**src/inc/pds_pkg.sv**
```systemverilog
// package for the port direction select block (ports 4 to 7)
// assumes a 32-bit apb master on the same clock
package pds_pkg;
  // ==========================================================
  // register map: printed offsets are word indices, byte address is four times the index
  localparam logic [11:0] PDS_P45_DIR_IDX   = 12'hfea;
  localparam logic [11:0] PDS_P67_DIR_IDX   = 12'hfec;
  localparam logic [13:0] PDS_P45_DIR_ADDR  = {PDS_P45_DIR_IDX, 2'b00};
  localparam logic [13:0] PDS_P67_DIR_ADDR  = {PDS_P67_DIR_IDX, 2'b00};
  // ==========================================================
  // field positions and reset values
  localparam int          PDS_LO_NIB_LSB    = 0;
  localparam int          PDS_HI_NIB_LSB    = 4;
  localparam logic [7:0]  PDS_DIR_RESET     = 8'h00;
  localparam logic [31:0] PDS_READ_VALUE    = 32'h0000_0000;
  localparam logic [3:0]  PDS_FULL_STRB     = 4'h1;

  // pin directions of all four ports
  typedef struct packed {
    logic [3:0] p7;
    logic [3:0] p6;
    logic [3:0] p5;
    logic [3:0] p4;
  } pds_dir_t;

  // whole state of the block
  typedef struct packed {
    logic [7:0]  p45;
    logic [7:0]  p67;
    logic        ready;
    logic        slverr;
    pds_dir_t    dir;
    logic [15:0] pdata;
  } pds_state_t;
endpackage : pds_pkg

```
**src/verilog/pds_port_dir.sv**
```systemverilog
// port direction select registers for ports 4, 5, 6 and 7
// assumes an apb master on clk_in; output enables feed the pad drivers
//
// Behaviour
// - bit 0 input, bit 1 drives output
// - first register bits 7:4 steer port 5
// - first register bits 3:0 steer port 4
// - second register bits 7:4 steer port 7
// - second register bits 3:0 steer port 6
`timescale 1ns/1ps
module pds_port_dir
  import pds_pkg::*;
(
  input  wire logic        clk_in,
  input  wire logic        rst_in,
  input  wire logic        psel_in,
  input  wire logic        penable_in,
  input  wire logic        pwrite_in,
  input  wire logic [13:0] paddr_in,
  input  wire logic [31:0] pwdata_in,
  input  wire logic [3:0]  pstrb_in,
  input  wire logic [15:0] port_data_in,
  output logic      [31:0] prdata_out,
  output logic             pready_out,
  output logic             pslverr_out,
  output logic      [15:0] pin_oe_out,
  output logic      [15:0] pin_data_out
);
  // ==========================================================
  // state
  // the whole block state is one packed struct: the two
  // direction bytes as written, the per-pin enables as a
  // registered copy, the retimed latch value and the two
  // bus answer flags
  pds_state_t  state;      // registered state
  pds_state_t  next_state; // value for the next edge
  logic        setup;      // apb setup phase on the bus
  logic        access;     // apb access phase being answered
  logic        hit45;      // address selects the port 4/5 byte
  logic        hit67;      // address selects the port 6/7 byte
  logic        full;       // write carries the low byte lane

  // ==========================================================
  // address decode
  // the whole address is compared, so aliases of the two
  // registers elsewhere in the map answer with an error
  // instead of silently turning pins into outputs
  assign setup  = psel_in && !penable_in;
  assign access = psel_in && penable_in && state.ready;
  assign hit45  = (paddr_in == PDS_P45_DIR_ADDR);
  assign hit67  = (paddr_in == PDS_P67_DIR_ADDR);
  // only a write that carries the low byte is accepted
  assign full   = (pstrb_in[0] == PDS_FULL_STRB[0]);

  // ==========================================================
  // next state
  // no wait state per access: the answer is raised at the
  // edge after setup, and the write lands at the access edge
  // that samples it, and the pins turn at that same edge
  always_comb begin
    next_state        = state;
    // answer and error are pulses, both cleared outside setup
    next_state.ready  = setup;
    next_state.slverr = setup && !(hit45 || hit67);
    if (access && pwrite_in && full) begin
      if (hit45) begin
        next_state.p45 = pwdata_in[7:0];
      end
      if (hit67) begin
        next_state.p67 = pwdata_in[7:0];
      end
    end
    // direction bits map nibble for nibble onto pins
    next_state.dir.p4 = next_state.p45[PDS_LO_NIB_LSB +: 4];
    next_state.dir.p5 = next_state.p45[PDS_HI_NIB_LSB +: 4];
    next_state.dir.p6 = next_state.p67[PDS_LO_NIB_LSB +: 4];
    next_state.dir.p7 = next_state.p67[PDS_HI_NIB_LSB +: 4];
    // the latch value is retimed so the pad sees a flop
    next_state.pdata  = port_data_in;
  end

  // ==========================================================
  // registers
  // asynchronous reset puts every pin into input mode at
  // once, before any clock edge, so no pad fights the board
  // while the clock is still settling
  always_ff @(posedge clk_in or posedge rst_in) begin
    if (rst_in) begin
      state     <= '0;
      state.p45 <= PDS_DIR_RESET;
      state.p67 <= PDS_DIR_RESET;
    end else begin
      state     <= next_state;
    end
  end

  // ==========================================================
  // outputs
  // pin map, same packing on all three 16-bit pin buses:
  //   bits 3:0   port 4 pins 3:0, first register bits 3:0
  //   bits 7:4   port 5 pins 3:0, first register bits 7:4
  //   bits 11:8  port 6 pins 3:0, second register bits 3:0
  //   bits 15:12 port 7 pins 3:0, second register bits 7:4
  // an enable of 1 drives the pin from the latch, 0 floats it
  // the registers are write-only, so reads cost no mux; the
  // limitation is that software must keep its own shadow copy
  assign pready_out   = state.ready;
  assign pslverr_out  = state.slverr;
  assign prdata_out   = PDS_READ_VALUE; // write-only, reads zero
  assign pin_oe_out   = state.dir;
  assign pin_data_out = state.pdata;
endmodule : pds_port_dir

```
**config.mk**
```make
export PLATFORM = sky130hd
export DESIGN_NAME = pds_port_dir
export DESIGN_NICKNAME = d
export VERILOG_FILES = /design/src/inc/pds_pkg.sv /design/src/verilog/pds_port_dir.sv
export SDC_FILE = /design/constraint.sdc
export NUM_CORES = 1
export LEC_CHECK = 0
export BUFFER_PORTS_ARGS = -buffer_cell sky130_fd_sc_hd__buf_2
export CAP_MARGIN = 25
export CORE_MARGIN = 3
export CORE_UTILIZATION = 35
export CTS_CLUSTER_SIZE = 14
export DETAILED_ROUTE_END_ITERATION = 10
export HOLD_SLACK_MARGIN = 0.06
export PLACE_DENSITY_LB_ADDON = 0.25
export SYNTH_ARGS = -nofsm -noshare
export SYNTH_HDL_FRONTEND = slang
export SYNTH_SLANG_ARGS = --single-unit
```
**constraint.sdc**
```tcl
create_clock -name clk_in -period 1.6 [get_ports clk_in]
set_input_delay 0.08 -clock clk_in [delete_from_list [all_inputs] [get_ports clk_in]]
set_output_delay 0.08 -clock clk_in [all_outputs]
set_load 0.01 [all_outputs]
```
==> summary.txt <==
Outcome
  • Outcome: complete, no violations

Pwr
  • Sw Share: 0.225
  • P_sw: 420 µW
  • P_leak: 0.00124 µW
  • Comb pwr share: 0.112
  • Power per cell area: 879 nW/µm²
  • Flop pwr share: 0.475
  • Clock power frac: 0.413
  • Total power: 1870 µW
  • Pint: 1450 µW
  • Peak supply drop: 0.000670 V

Timing
  • Post-layout min period: 1.47 ns
  • Fin. max-slew vios: 0
  • Final Hold Viols: 0
  • Final worst path period share: 0.917
  • Setup repair after global routing missed its margin: no
  • FMAX: 681 MHz
  • Setup Skew: 0.00149 ns
  • Final setup fails: 0

CTS
  • Clock Pin Slew Worst Setup and Hold Paths: 0.07 ns
  • Clock root cell: clkbuf_8
  • Worst-skew pair later-pin latency: 0.28 ns
  • CTS sink count: 34
  • TritonCTS Buffers: 5
  • H-Tree Depth: 2
  • TritonCTS clock tree: built
  • Max Root-Sink Buffers: 2

Logic synthesis
  • Cell Area, Synth: 1410 µm²
  • Flip-flop and latch count after synthesis: 34
  • Sequential fraction of the synthesis area: 0.603
  • Post-synth cell types: 18
  • YS warnings: 0
  • Synthesized instance count: 96
  • Avg Cell Area, Syn: 14.7 µm²

Layout
  • Fillers: 298
  • Antenna diode count: 0
  • Non-filler cells, final: 256
  • P&R area growth vs syn: 50.8%
  • Commonest non-fill, non-tap cell in the layout: buf_2
  • Nets: 278
  • Leading cell types in the layout, fill and taps excluded: buf_2 (77), dfrtp_1 (34), conb_1 (32), dlygate4sd3_1 (27), mux2_2 (9)
  • Share of layout cells above drive strength 1: 0.486

Drt
  • Drt wl/cell: 11.9 µm
  • Total wire length: 3.05 mm
  • DRT Pass-1 Iters: 4
  • Drc violations: 0
  • Vias per cell: 4.05
  • Total number of vias: 1038
  • DRT antenna net count: 0
  • Iter 0 DRT Violations: 50

Die
  • Die height: 69.5 µm
  • Die width: 69.5 µm
  • Initial Utilization: 0.374
  • Ports: 137
  • Core area: 3770 µm²
  • Rows: 22
  • Die Footprint: 4830 µm²

Run
  • Max cap viols: 0

Critical path
  • Required @ worst endpoint: 1.76 ns
  • Worst setup SP type: input pin
  • Crit path DAT: 1.63 ns
  • Reg2reg start: pready_out
  • Slowest stage delay, CP: 0.54 ns
  • CP cell instances: dlygate4sd3_1 > buf_2 > nand3_1 > nor2_2 > nand4b_4 > mux2_1
  • Slowest cell on the critical path: dlygate4sd3_1
  • Register-to-register setup slack: 0.22 ns
  • Crit-path max FO: 8
  • CP endpoint kind: flop
  • Reg2Reg Depth: 4
  • Crit path kind: in2reg
  • Critical R2R Capture: pin_oe_out[6]

Global route
  • Top Usage Layer GRT: met2
  • First-pass GRT wire length: 5.01 mm
  • GR met2 Demand/Resource: 0.234
  • Initial antenna violation count: 0
  • All-Layer GR Usage: 0.135
  • Largest net degree at the start of global routing: 35
  • Met1 Use GR: 0.135
  • GR Util met3: 0.0754
  • Vias in the first global route: 1065
  • Overflow after GRT: 0

Placement
  • Placed cell count: 221
  • Placed wire-length estimate: 2.10 mm
  • Routability Congestion: 0.746
  • Port-buffer cells: 77

Hold path
  • HP Class: in2reg
  • Worst Hold Launch: psel_in
  • Hold endpoint: pslverr_out
  • Worst hold path depth: 3
==> stage by stage <==
| step | cell area, µm² | setup TNS [ns] | utilization | hold WS [ns] | setup WS, ns |
|---|---|---|---|---|---|
| 3_3_place_gp | 1740 | -1.66 | 0.461 | 0.177 | -0.117 |
| 5_1_grt | 2130 | 0 | 0.564 | 0.200 | 0.0473 |
| 4_1_cts | 2120 | 0 | 0.563 | 0.174 | 0.0715 |
| 2_1_floorplan | 1530 | 0 | - | 0.111 | 0.0551 |
| 6_report | 2130 | 0 | 0.564 | 0.183 | 0.132 |
| 3_5_place_dp | 1740 | -2.20 | 0.461 | 0.189 | -0.169 |
==> cell type report <==
cell class | instances | area (µm²) | share of cell area
clock buffer | 5 | 68.8 | 0.0324
multi-input combinational | 60 | 434 | 0.204
clock inverter | 3 | 45.0 | 0.0212
inverter | 1 | 3.75 | 0.00177
sequential | 34 | 851 | 0.400
tap | 48 | 60.1 | 0.0283
timing repair buffer | 105 | 663 | 0.312
==> worst max path at each step <==
stage | endpoint | start | slack, ns | cells after the start
after floorplan | pin_oe_out[1] | paddr_in[1] | 0.06 | 4
after global placement | pin_oe_out[5] | paddr_in[1] | -0.12 | 5
after detailed placement | pin_oe_out[5] | paddr_in[1] | -0.17 | 5
after CTS | pin_oe_out[5] | penable_in | 0.07 | 6
after global routing | pin_oe_out[4] | penable_in | 0.05 | 6
final | pin_oe_out[6] | penable_in | 0.13 | 6
==> critical path, delay by kind of cell <==
family,cells,cell delay (ns)
buf+inv,2,0.65
mux,1,0.37
simple gates,3,0.53
==> synthesized netlist by cell type <==
master	n	area share
dfrtp_1	34	0.60
buf_4	32	0.17
mux2_2	9	0.072
mux2_1	6	0.048
nand4b_4	2	0.034
a21boi_0	1	0.0053
conb_1	1	0.0027
inv_1	1	0.0027
mux2_4	1	0.011
nand2_1	1	0.0027
nand3_1	1	0.0035
nand4_1	1	0.0044
nand4b_1	1	0.0062
nor2_1	1	0.0027
nor2b_1	1	0.0044
nor3_4	1	0.012
or4b_4	1	0.0098
xor2_1	1	0.0062
==> state kept, by name (all words and copies together) (netlist names) <==
name / cells
pin_data_out: 16
pin_oe_out: 14
state: 2
pready_out: 1
pslverr_out: 1
==> power by group through the flow <==
stage	registers [µW]	clock network, µW	logic (µW)
2_1_floorplan	918	0	114
3_3_place_gp	904	0	153
3_5_place_dp	904	0	157
4_1_cts	887	799	207
5_1_grt	890	846	232
6_report	888	772	209
==> kinds of logic (layout without fill, tap and decap cells) <==
kind of cell / after synthesis / count (layout) / synth area share
mux: 16 / 16 / 0.130
simple gates: 10 / 10 / 0.0790
xor+xnor: 1 / 1 / 0.00621
other cells: 1 / 32 / 0.00266
flops: 34 / 34 / 0.603
buf+inv: 33 / 114 / 0.173
compound gates: 1 / 1 / 0.00533
==> what timing repair did <==
action,4_1_cts,5_1_grt
setup endpoints to repair,0,16
hold endpoints to repair,67,0
setup buffers,0,0
hold buffers,27,0
gates resized for setup,0,1
==> layer usage <==
layer	wire length, µm	vias to the layer above
li1	-	474
met1	1040	488
met2	1580	72
met3	396	4
met4	29	0
met5	0	-
Power figures use the tool's default switching activity.
